$ cat src/core/ecs_defs.svh
// Register map, reset values and serial framing constants of the scaling register bank
`ifndef ECS_DEFS_SVH
`define ECS_DEFS_SVH
`define ECS_ADDR_ADIV 7'h42
`define ECS_ADDR_RDIV 7'h43
`define ECS_ADDR_SDIV 7'h44
`define ECS_ADDR_ANUM 7'h45
`define ECS_ADDR_ADEN 7'h46
`define ECS_ADDR_RNUM 7'h47
`define ECS_ADDR_RDEN 7'h48
`define ECS_ADDR_RSV_LO 7'h49
`define ECS_ADDR_RSV_HI 7'h7D
`define ECS_ADDR_ONES 7'h7E
`define ECS_ADDR_VER 7'h7F
`define ECS_DIV_RST 8'h00
`define ECS_NUM_RST 13'h0000
`define ECS_DEN_RST 12'h03F
`define ECS_REV_RST 3'h0
`define ECS_ONES_RST 8'h00
`define ECS_CMD_WR_BIT 7
`define ECS_REV_MSB 15
`define ECS_REV_LSB 13
`define ECS_NUM_MSB 12
`define ECS_CNT_ZERO 5'h00
`define ECS_CMD_LAST 5'h07
`define ECS_BYTE_LAST 5'h07
`define ECS_WORD_LAST 5'h0F
`endif

$ cat src/core/ecs_pkg.sv
// Types shared by the scaling register bank
package ecs_pkg;
  typedef enum logic [1:0] {ecs_st_cmd, ecs_st_wr, ecs_st_rd, ecs_st_end} ecs_state_type;
endpackage

$ cat src/core/ecs_regs.sv
// Energy divider and pulse scaling register bank behind the serial port
`include "ecs_defs.svh"

// Behaviour
// An 8-bit read-write active energy divider register resets to zero.
// An 8-bit read-write reactive energy divider register resets to zero.
// An 8-bit read-write apparent energy divider register resets to zero.
// A 16-bit active pulse numerator register resets to zero and scales the active pulse rate.
// Bits 15, 14 and 13 of the active pulse numerator show reverse active power of phases A, B and C.
// A 12-bit active pulse denominator register resets to 0x3F.
// A 16-bit reactive pulse numerator register resets to zero and scales the reactive pulse rate.
// Bits 15 to 13 of the reactive pulse numerator show reverse reactive power, phase A highest.
// A 12-bit reactive pulse denominator register resets to 0x3F.
// After each serial register read the ones count register holds the number of one bits read; reading the count itself leaves it unchanged.
// Host writes never alter read-only registers or bits, and read-write registers take both.
// Addresses 0x49 to 0x7D are reserved with no function, and 0x7F holds an 8-bit die version.
// Each pulse output runs at its base rate times the numerator value bits over the denominator.
// The host reads the ones count right after a read and compares it with its own count.
module ecs_regs
  import ecs_pkg::*;
#(
  parameter logic [7:0] DIE_VERSION = 8'h5A, // Arbitrary value
  parameter int ACC_W = 16
) (
  input wire logic ref_clk,
  input wire logic rst,
  input wire logic spi_sclk,
  input wire logic spi_cs_n,
  input wire logic spi_din,
  output logic spi_dout,
  output logic spi_dout_oe,
  input wire logic [2:0] active_reverse_phase,
  input wire logic [2:0] reactive_reverse_phase,
  input wire logic active_base_pulse,
  input wire logic reactive_base_pulse,
  output logic active_pulse_output,
  output logic reactive_pulse_output,
  output logic [7:0] active_energy_divider,
  output logic [7:0] reactive_energy_divider,
  output logic [7:0] apparent_energy_divider
);

  // Pin synchronisers; the third sclk stage only serves edge detection
  logic sclk_s1_ff, sclk_s2_ff, sclk_s3_ff;
  logic cs_s1_ff, cs_s2_ff;
  logic din_s1_ff, din_s2_ff;

  always_ff @(posedge ref_clk) begin
    if (rst) begin
      sclk_s1_ff <= 1'b0;
      sclk_s2_ff <= 1'b0;
      sclk_s3_ff <= 1'b0;
      cs_s1_ff <= 1'b1;
      cs_s2_ff <= 1'b1;
      din_s1_ff <= 1'b0;
      din_s2_ff <= 1'b0;
    end else begin
      sclk_s1_ff <= spi_sclk;
      sclk_s2_ff <= sclk_s1_ff;
      sclk_s3_ff <= sclk_s2_ff;
      cs_s1_ff <= spi_cs_n;
      cs_s2_ff <= cs_s1_ff;
      din_s1_ff <= spi_din;
      din_s2_ff <= din_s1_ff;
    end
  end

  logic cs_act, sclk_fall, sclk_rise;
  assign cs_act = ~cs_s2_ff;
  assign sclk_fall = sclk_s3_ff & ~sclk_s2_ff;
  assign sclk_rise = ~sclk_s3_ff & sclk_s2_ff;

  // Register state
  logic [7:0] adiv_ff, rdiv_ff, sdiv_ff, ones_ff;
  logic [12:0] act_num_ff, react_num_ff;
  logic [11:0] act_den_ff, react_den_ff;
  logic [2:0] act_rev_ff, react_rev_ff;

  // Serial engine state
  ecs_state_type state_ff;
  logic [4:0] cnt_ff;
  logic [7:0] cmd_ff;
  logic [15:0] rx_ff, tx_ff, rd_val_ff;
  logic dout_ff;

  logic [7:0] nxt_cmd;
  logic [6:0] reg_addr;
  logic reg_wide, cmd_done, data_done, wr_commit, rd_done;
  logic [4:0] last_bit, nxt_cnt;
  logic [15:0] nxt_rx, wr_val, rd_mux, tx_load;
  logic rsv_hit;

  assign nxt_cmd = {cmd_ff[6:0], din_s2_ff};
  assign reg_addr = (state_ff == ecs_st_cmd) ? nxt_cmd[6:0] : cmd_ff[6:0];
  // Numerators and denominators travel as two bytes, all others as one
  assign reg_wide = (reg_addr >= `ECS_ADDR_ANUM) && (reg_addr <= `ECS_ADDR_RDEN);
  assign last_bit = reg_wide ? `ECS_WORD_LAST : `ECS_BYTE_LAST;
  assign cmd_done = sclk_fall && (state_ff == ecs_st_cmd) && (cnt_ff == `ECS_CMD_LAST);
  assign data_done = sclk_fall && ((state_ff == ecs_st_wr) || (state_ff == ecs_st_rd)) && (cnt_ff == last_bit);
  assign wr_commit = data_done && (state_ff == ecs_st_wr);
  assign rd_done = data_done && (state_ff == ecs_st_rd);
  assign nxt_cnt = (cmd_done || data_done) ? `ECS_CNT_ZERO : cnt_ff + 5'h01;
  assign nxt_rx = {rx_ff[14:0], din_s2_ff};
  assign wr_val = nxt_rx;
  assign rsv_hit = (reg_addr >= `ECS_ADDR_RSV_LO) && (reg_addr <= `ECS_ADDR_RSV_HI);

  // Reserved and unknown addresses read as zero
  assign rd_mux =
    (reg_addr == `ECS_ADDR_ADIV) ? {8'h00, adiv_ff} :
    (reg_addr == `ECS_ADDR_RDIV) ? {8'h00, rdiv_ff} :
    (reg_addr == `ECS_ADDR_SDIV) ? {8'h00, sdiv_ff} :
    (reg_addr == `ECS_ADDR_ANUM) ? {act_rev_ff, act_num_ff} :
    (reg_addr == `ECS_ADDR_ADEN) ? {4'h0, act_den_ff} :
    (reg_addr == `ECS_ADDR_RNUM) ? {react_rev_ff, react_num_ff} :
    (reg_addr == `ECS_ADDR_RDEN) ? {4'h0, react_den_ff} :
    (reg_addr == `ECS_ADDR_ONES) ? {8'h00, ones_ff} :
    (reg_addr == `ECS_ADDR_VER) ? {8'h00, DIE_VERSION} :
    16'h0000;
  assign tx_load = reg_wide ? rd_mux : {rd_mux[7:0], 8'h00};

  // Data is taken on falling sclk and shifted out on rising sclk, MSB first
  always_ff @(posedge ref_clk) begin
    if (rst) begin
      state_ff <= ecs_st_cmd;
      cnt_ff <= `ECS_CNT_ZERO;
      cmd_ff <= 8'h00;
      rx_ff <= 16'h0000;
      tx_ff <= 16'h0000;
      rd_val_ff <= 16'h0000;
      dout_ff <= 1'b0;
    end else if (!cs_act) begin
      state_ff <= ecs_st_cmd;
      cnt_ff <= `ECS_CNT_ZERO;
      dout_ff <= 1'b0;
    end else begin
      if (sclk_fall) begin
        cnt_ff <= nxt_cnt;
      end
      unique case (state_ff)
        ecs_st_cmd: begin
          if (cmd_done) begin
            state_ff <= nxt_cmd[`ECS_CMD_WR_BIT] ? ecs_st_wr : ecs_st_rd;
            tx_ff <= tx_load;
            rd_val_ff <= rd_mux;
          end
          if (sclk_fall) begin
            cmd_ff <= nxt_cmd;
          end
        end
        ecs_st_wr: begin
          if (sclk_fall) begin
            rx_ff <= nxt_rx;
          end
          if (data_done) begin
            state_ff <= ecs_st_end;
          end
        end
        ecs_st_rd: begin
          if (sclk_rise) begin
            dout_ff <= tx_ff[15];
            tx_ff <= {tx_ff[14:0], 1'b0};
          end
          if (data_done) begin
            state_ff <= ecs_st_end;
          end
        end
        ecs_st_end: begin
          cmd_ff <= cmd_ff;
        end
      endcase
    end
  end

  assign spi_dout = dout_ff;
  assign spi_dout_oe = cs_act && (state_ff == ecs_st_rd);

  // Write decode; read-only and reserved addresses have no strobe
  logic wr_adiv, wr_rdiv, wr_sdiv, wr_anum, wr_aden, wr_rnum, wr_rden;
  assign wr_adiv = wr_commit && (cmd_ff[6:0] == `ECS_ADDR_ADIV);
  assign wr_rdiv = wr_commit && (cmd_ff[6:0] == `ECS_ADDR_RDIV);
  assign wr_sdiv = wr_commit && (cmd_ff[6:0] == `ECS_ADDR_SDIV);
  assign wr_anum = wr_commit && (cmd_ff[6:0] == `ECS_ADDR_ANUM);
  assign wr_aden = wr_commit && (cmd_ff[6:0] == `ECS_ADDR_ADEN);
  assign wr_rnum = wr_commit && (cmd_ff[6:0] == `ECS_ADDR_RNUM);
  assign wr_rden = wr_commit && (cmd_ff[6:0] == `ECS_ADDR_RDEN);

  always_ff @(posedge ref_clk) begin
    if (rst) begin
      adiv_ff <= `ECS_DIV_RST;
      rdiv_ff <= `ECS_DIV_RST;
      sdiv_ff <= `ECS_DIV_RST;
      act_num_ff <= `ECS_NUM_RST;
      act_den_ff <= `ECS_DEN_RST;
      react_num_ff <= `ECS_NUM_RST;
      react_den_ff <= `ECS_DEN_RST;
    end else begin
      if (wr_adiv) adiv_ff <= wr_val[7:0];
      if (wr_rdiv) rdiv_ff <= wr_val[7:0];
      if (wr_sdiv) sdiv_ff <= wr_val[7:0];
      // Polarity bits are status, so a write keeps only the value bits
      if (wr_anum) act_num_ff <= wr_val[`ECS_NUM_MSB:0];
      if (wr_aden) act_den_ff <= wr_val[11:0];
      if (wr_rnum) react_num_ff <= wr_val[`ECS_NUM_MSB:0];
      if (wr_rden) react_den_ff <= wr_val[11:0];
    end
  end

  // Polarity flags from the datapath, same clock
  always_ff @(posedge ref_clk) begin
    if (rst) begin
      act_rev_ff <= `ECS_REV_RST;
      react_rev_ff <= `ECS_REV_RST;
    end else begin
      act_rev_ff <= active_reverse_phase;
      react_rev_ff <= reactive_reverse_phase;
    end
  end

  // Reading the count itself leaves it alone so the host can fetch it after a read
  logic ones_upd;
  assign ones_upd = rd_done && (cmd_ff[6:0] != `ECS_ADDR_ONES);
  always_ff @(posedge ref_clk) begin
    if (rst) begin
      ones_ff <= `ECS_ONES_RST;
    end else if (ones_upd) begin
      ones_ff <= 8'($countones(rd_val_ff));
    end
  end

  assign active_energy_divider = adiv_ff;
  assign reactive_energy_divider = rdiv_ff;
  assign apparent_energy_divider = sdiv_ff;

  // Rate scalers; a zero denominator stops the output
  // Limitation: when num exceeds den, base pulses must come no faster than one per num/den clocks
  logic [1:0] base_w, pulse_w;
  logic [1:0][12:0] num_w;
  logic [1:0][11:0] den_w;
  assign base_w = {reactive_base_pulse, active_base_pulse};
  assign num_w = {react_num_ff, act_num_ff};
  assign den_w = {react_den_ff, act_den_ff};

  for (genvar g = 0; g < 2; g++) begin : g_scale
    logic [ACC_W-1:0] acc_ff, nxt_acc;
    logic fire, pulse_ff;
    assign fire = (den_w[g] != 12'h000) && (acc_ff >= ACC_W'(den_w[g]));
    assign nxt_acc = acc_ff + (base_w[g] ? ACC_W'(num_w[g]) : {ACC_W{1'b0}})
      - (fire ? ACC_W'(den_w[g]) : {ACC_W{1'b0}});
    always_ff @(posedge ref_clk) begin
      if (rst) begin
        acc_ff <= {ACC_W{1'b0}};
        pulse_ff <= 1'b0;
      end else begin
        acc_ff <= nxt_acc;
        pulse_ff <= fire;
      end
    end
    assign pulse_w[g] = pulse_ff;
  end

  assign active_pulse_output = pulse_w[0];
  assign reactive_pulse_output = pulse_w[1];
endmodule // ecs_regs

$ cat config.mk
export PLATFORM = sky130hd
export DESIGN_NAME = ecs_regs
export DESIGN_NICKNAME = d
export VERILOG_FILES = /design/src/core/ecs_pkg.sv /design/src/core/ecs_regs.sv
export VERILOG_INCLUDE_DIRS = /design/src /design/src/core
export SDC_FILE = /design/constraint.sdc
export NUM_CORES = 1
export LEC_CHECK = 0
export ABC_CLOCK_PERIOD_IN_PS = 4000
export BUFFER_PORTS_ARGS = -buffer_cell sky130_fd_sc_hd__buf_2
export CAP_MARGIN = 20
export CORE_ASPECT_RATIO = 1.75
export CORE_MARGIN = 3
export CORE_UTILIZATION = 57
export DETAILED_ROUTE_END_ITERATION = 10
export PLACE_DENSITY = 0.74
export SYNTH_ARGS = -nofsm -noshare
export SYNTH_HDL_FRONTEND = slang
export SYNTH_SLANG_ARGS = --single-unit
$ cat constraint.sdc
create_clock -name ref_clk -period 4 [get_ports ref_clk]
set_clock_uncertainty 0.05 [all_clocks]
set_input_delay 0.4 -clock ref_clk [delete_from_list [all_inputs] [get_ports ref_clk]]
set_output_delay 0.4 -clock ref_clk [all_outputs]
set_load 0.02 [all_outputs]
Word-level counts from Yosys, hierarchy flattened
Cells that the tools add are included.

storage, ports and cells
  word-level logic and storage cells = 138
  output and inout port bits = 28
  input bits = 13
  register bits after elaboration = 188

cells by class
  add/sub/neg operators = 20
  reductions and logical operators = 33
  mux-type cells = 24
  equality and inequality tests = 24
  bitwise logic cells = 5
  order comparisons = 4

operator list
  operator                                                   number
  two-way mux 16 bit                                         9
  == test 7 bit (second input constant)                      16
  two-way mux 12 bit                                         3
  adder 16 x 13 -> 16 bit                                    2
  greater-or-equal comparator 16 x 12 -> 1 bit               2
  one-hot mux 16 bit (2 select lines)                        1
  subtractor 16 x 12 -> 16 bit                               2
  two-way mux 13 bit                                         2
  nonzero test 12 bit                                        2
  logical AND 1 bit                                          18
  adder 1 x 1 -> 2 bit                                       8
  two-way mux 7 bit                                          2
  adder 2 x 2 -> 3 bit                                       4
  AND reduction 3 bit                                        4
  adder 3 x 3 -> 4 bit                                       2
  two-way mux 8 bit                                          1
  greater-or-equal comparator 7 bit (second input constant)  1
  <= comparator 7 bit (second input constant)                1
  inequality test 7 bit (second input constant)              1
  two-way mux 2 bit                                          3
  adder 4 x 4 -> 5 bit                                       1
  adder 5 x 1 -> 5 bit (second input constant)               1
  == test 5 x 3 -> 1 bit (second input constant)             1
  == test 5 x 4 -> 1 bit                                     1
  other kinds (15)                                           22

Longest topological paths before layout
  depth in word-level cells = 15
  gate-level depth with buffers = 20

Worst setup path after synthesis
No wires, ideal clock.

  kind = register to register
  start = register act_den_ff[5]
  end = register g_scale[0].acc_ff[14]
  cell stages (with the launch flop) = 18
  arrival time = 4.223 ns
  slack = -0.401 ns
  setup time = 0.128 ns
  period minus slack after synthesis = 4.401 ns
  path through = dfxtp_1 inv_1 ha_1 a21o_1 a221o_1 a31oi_1 o211ai_1 clkbuf_1 and2_1 fa_1 inv_1 ha_1 and3_1 a221o_1 or4b_2 o22ai_1 xor2_1 nor2_1

between the ends
  longest elaborated chain between the ends = 4

RTL lines
  item                                                                                        RTL line         RTL
  start: declaration                                                                          ecs_regs.sv:76   logic [11:0] act_den_ff, react_den_ff;
  start signal: assignment                                                                    ecs_regs.sv:193  act_den_ff <= `ECS_DEN_RST;
  start signal: assignment                                                                    ecs_regs.sv:202  if (wr_aden) act_den_ff <= wr_val[11:0];
  greater-or-equal comparator 16 x 12 -> 1 bit / nonzero test 12 bit (equally long branches)  ecs_regs.sv:246  assign fire = (den_w[g] != 12'h000) && (acc_ff >= ACC_W'(den_w[g]));
  logical AND 1 bit                                                                           ecs_regs.sv:246
  two-way mux 12 bit *                                                                        ecs_regs.sv:248  - (fire ? ACC_W'(den_w[g]) : {ACC_W{1'b0}});
  subtractor 16 x 12 -> 16 bit *                                                              ecs_regs.sv:248
  end signal: assignment                                                                      ecs_regs.sv:251  acc_ff <= {ACC_W{1'b0}};
  end signal: assignment                                                                      ecs_regs.sv:254  acc_ff <= nxt_acc;
  end: declaration                                                                            ecs_regs.sv:244  logic [ACC_W-1:0] acc_ff, nxt_acc;

Mark *: on every way between the ends. The rest lies on a longest branch, timed or not.
A chain may end at the register's enable or synchronous reset.

Worst setup path in the final report
  start = register act_den_ff[4]
  end = register g_scale[0].acc_ff[13]

Same word-level chain as after synthesis.

==> reports/metrics.csv <==
metric,value,unit
status,"complete, but fails checks",
Leakage,6.03,nW
ys async rst share,0,
first-pass GRT wire length,55100,um
IO buf count,40,
worst setup margin,-0.0598,ns
CP peak stage delay,0.52,ns
Worst Path Required,4.29,ns
Worst Setup Path Type,reg -> reg,
number of synthesized flops with an enable pin,0,
unrepaired setup endpoints after global routing,yes,
worst hold slack,0.0792,ns
Die Wd,114,um
crit-path leading delay family,compound AO/OA/AOI/OAI gates,
die footprint,0.0223,mm2
fin area,0.0138,mm2
failing checks,negative setup slack,
Nets,1598,
share of cells above drive strength 1,0.210,
core area,0.0199,mm2
number of detailed-route iterations in the first pass,6,
number of DRC markers in iteration 0,944,
Die H,195,um
Synthesized Nets,1509,
max cap viols,0,
Worst EP arrival,4.35,ns
CTS tree,yes,
final period utilization,1.01,
num ports,41,
final setup fails,3,
total grt overflow,0,
Yosys reg bits,185,
GRT Total Usage,0.315,
Vias,10600,
Main synth FF type,dfxtp_1,
WP buf/inv,3,
slew margin rel.,0.278,
DP HPWL,25400,um
Worst-Margin Slew,1.08,ns
clk sink count,185,
Ys Warns,0,
Reg2Reg Setup Slack,-0.06,ns
Yosys top cell area share,0.318,
maximum vdd drop,0.543,mV
Period minus WS final,4.06,ns
initial antenna violation count,0,
Rows,68,
most frequent cells in the layout,"dfxtp_1, nor2_1, nand2_1, inv_1, buf_4",
number of buffers created by CTS,17,
Post-Syn Area per Cell,8.38,um2
vias in the first global route,10800,
via-per-instance ratio,6.13,
GP Congestion,0.963,
Startpoint Class,flip-flop,
setup TNS,-0.121,ns
"antenna viol nets, final",0,
clk buf depth,2,
CTS root buf,clkbuf_16,
Mapped Area,0.0117,mm2
crit-path max FO,7,
clock-pin slew on the worst setup and hold paths,0.07,ns
f_max,246,MHz
post-synth cell types,82,
Hold/Removal Path Class,in -> reg,
Routed WL,35200,um
crit end category,flip-flop,
"Hold Violations, Final",0,
CTS hold repair buffers,0,
Layout area overhead,18.7,%
Initial Util,0.585,
top area cells in the synthesized netlist,"dfxtp_1, ha_1, mux2i_1, fa_1, inv_1",
fin. max-slew vios,0,
Antenna Cells,0,
placed cell area,0.0126,mm2
CP cell instances,"inv_2, ha_4, and3_4, a221o_1, a31oi_1, o211ai_1, buf_4, and2_4, fa_1, inv_2, ha_4, and3_4, a221o_1, a21oi_2, o21ai_1, a221oi_2, mux2_4",
"most common cell after layout, fill and taps aside",dfxtp_1,
# DRC,0,
Post-Syn Instances,1390,
Avg WL per Cell,20.3,um
post-synthesis sequential area ratio,0.318,
largest net degree at the start of global routing,84,
clk_lat worst skew,0.45,ns
Yosys top cell by area,dfxtp_1,
"Max stage delay cell, worst path",fa_1,
pwr dens,610,mW/mm2
H-tree depth,4,
metal layers:
layer	share of wire	track usage
met5	0	0
met4	0.071	0.192
met3	0.054	0.0450
met2	0.53	0.579
met1	0.35	0.328
sequential cells by signal, indices dropped and copies added (netlist names), 12 cells and up:
signal and count:
act_den_ff 12, act_num_ff 13, g_scale.acc_ff 32, rd_val_ff 16, react_den_ff 12, react_num_ff 13, rx_ff 12, tx_ff 16
stage by stage:
step	setup slack [ns]	cells	power [mW]	utilization
after floorplan	-0.00112	1390	4.60	-
after global placement	-0.251	1688	5.67	0.634
after detailed placement	-0.323	1688	5.78	0.634
after CTS	-0.128	1728	7.91	0.678
after global routing	-0.244	1736	9.02	0.695
final	-0.0598	1736	8.44	0.695
worst paths after layout:
path	start	endpoint	depth (start not counted)
worst max-delay path	act_den_ff[4]	g_scale[0].acc_ff[13]	17
worst min-delay path	spi_cs_n	cs_s1_ff	2
worst max register to register	act_den_ff[4]	g_scale[0].acc_ff[13]	17
worst min register to register	cs_s1_ff	cs_s2_ff	1
power breakdown:
group          internal (mW)  leakage, nW  switching [mW]
Combinational           2.29         4.23            2.20
Sequential              2.02         1.51           0.123
Clock                   1.04        0.297           0.766
Total                   5.35         6.03            3.09
what timing repair did:
action | CTS | global route
pin swaps | 33 | 37
gates resized for setup | 50 | 50
endpoints found under the setup margin | 19 | 19
setup buffers | 8 | 10
gates cloned | 1 | 0
final cells by class:
cell class	instances	area [um2]
inverters	143	537
clock buffers	22	474
fillers	1542	6080
repair buffers	153	1050
multi-input cells	979	7600
flip-flops and latches	185	3720
well taps	245	307
clock inverters	9	138
logic make-up after synthesis:
kind of cell | after synthesis | share of synthesized area
mux | 101 | 0.0897
simple gates | 476 | 0.201
flops | 185 | 0.318
xor+xnor | 25 | 0.0188
fa+ha+maj | 106 | 0.136
compound gates | 271 | 0.161
buf+inv | 226 | 0.0762
cell usage after synthesis (15+ instances only):
library cell / count
a21o_1: 20
ha_1: 72
nor3_1: 29
a21oi_1: 63
nand2b_1: 15
o211ai_1: 24
nand3_1: 26
and3_1: 16
inv_1: 141
nor2b_1: 33
nand2_1: 131
and2_1: 30
nor2_1: 135
mux2i_1: 87
dfxtp_1: 185
fa_1: 34
o21ai_0: 42
clkbuf_1: 59
Note: power is estimated with default switching activity, not from simulation.
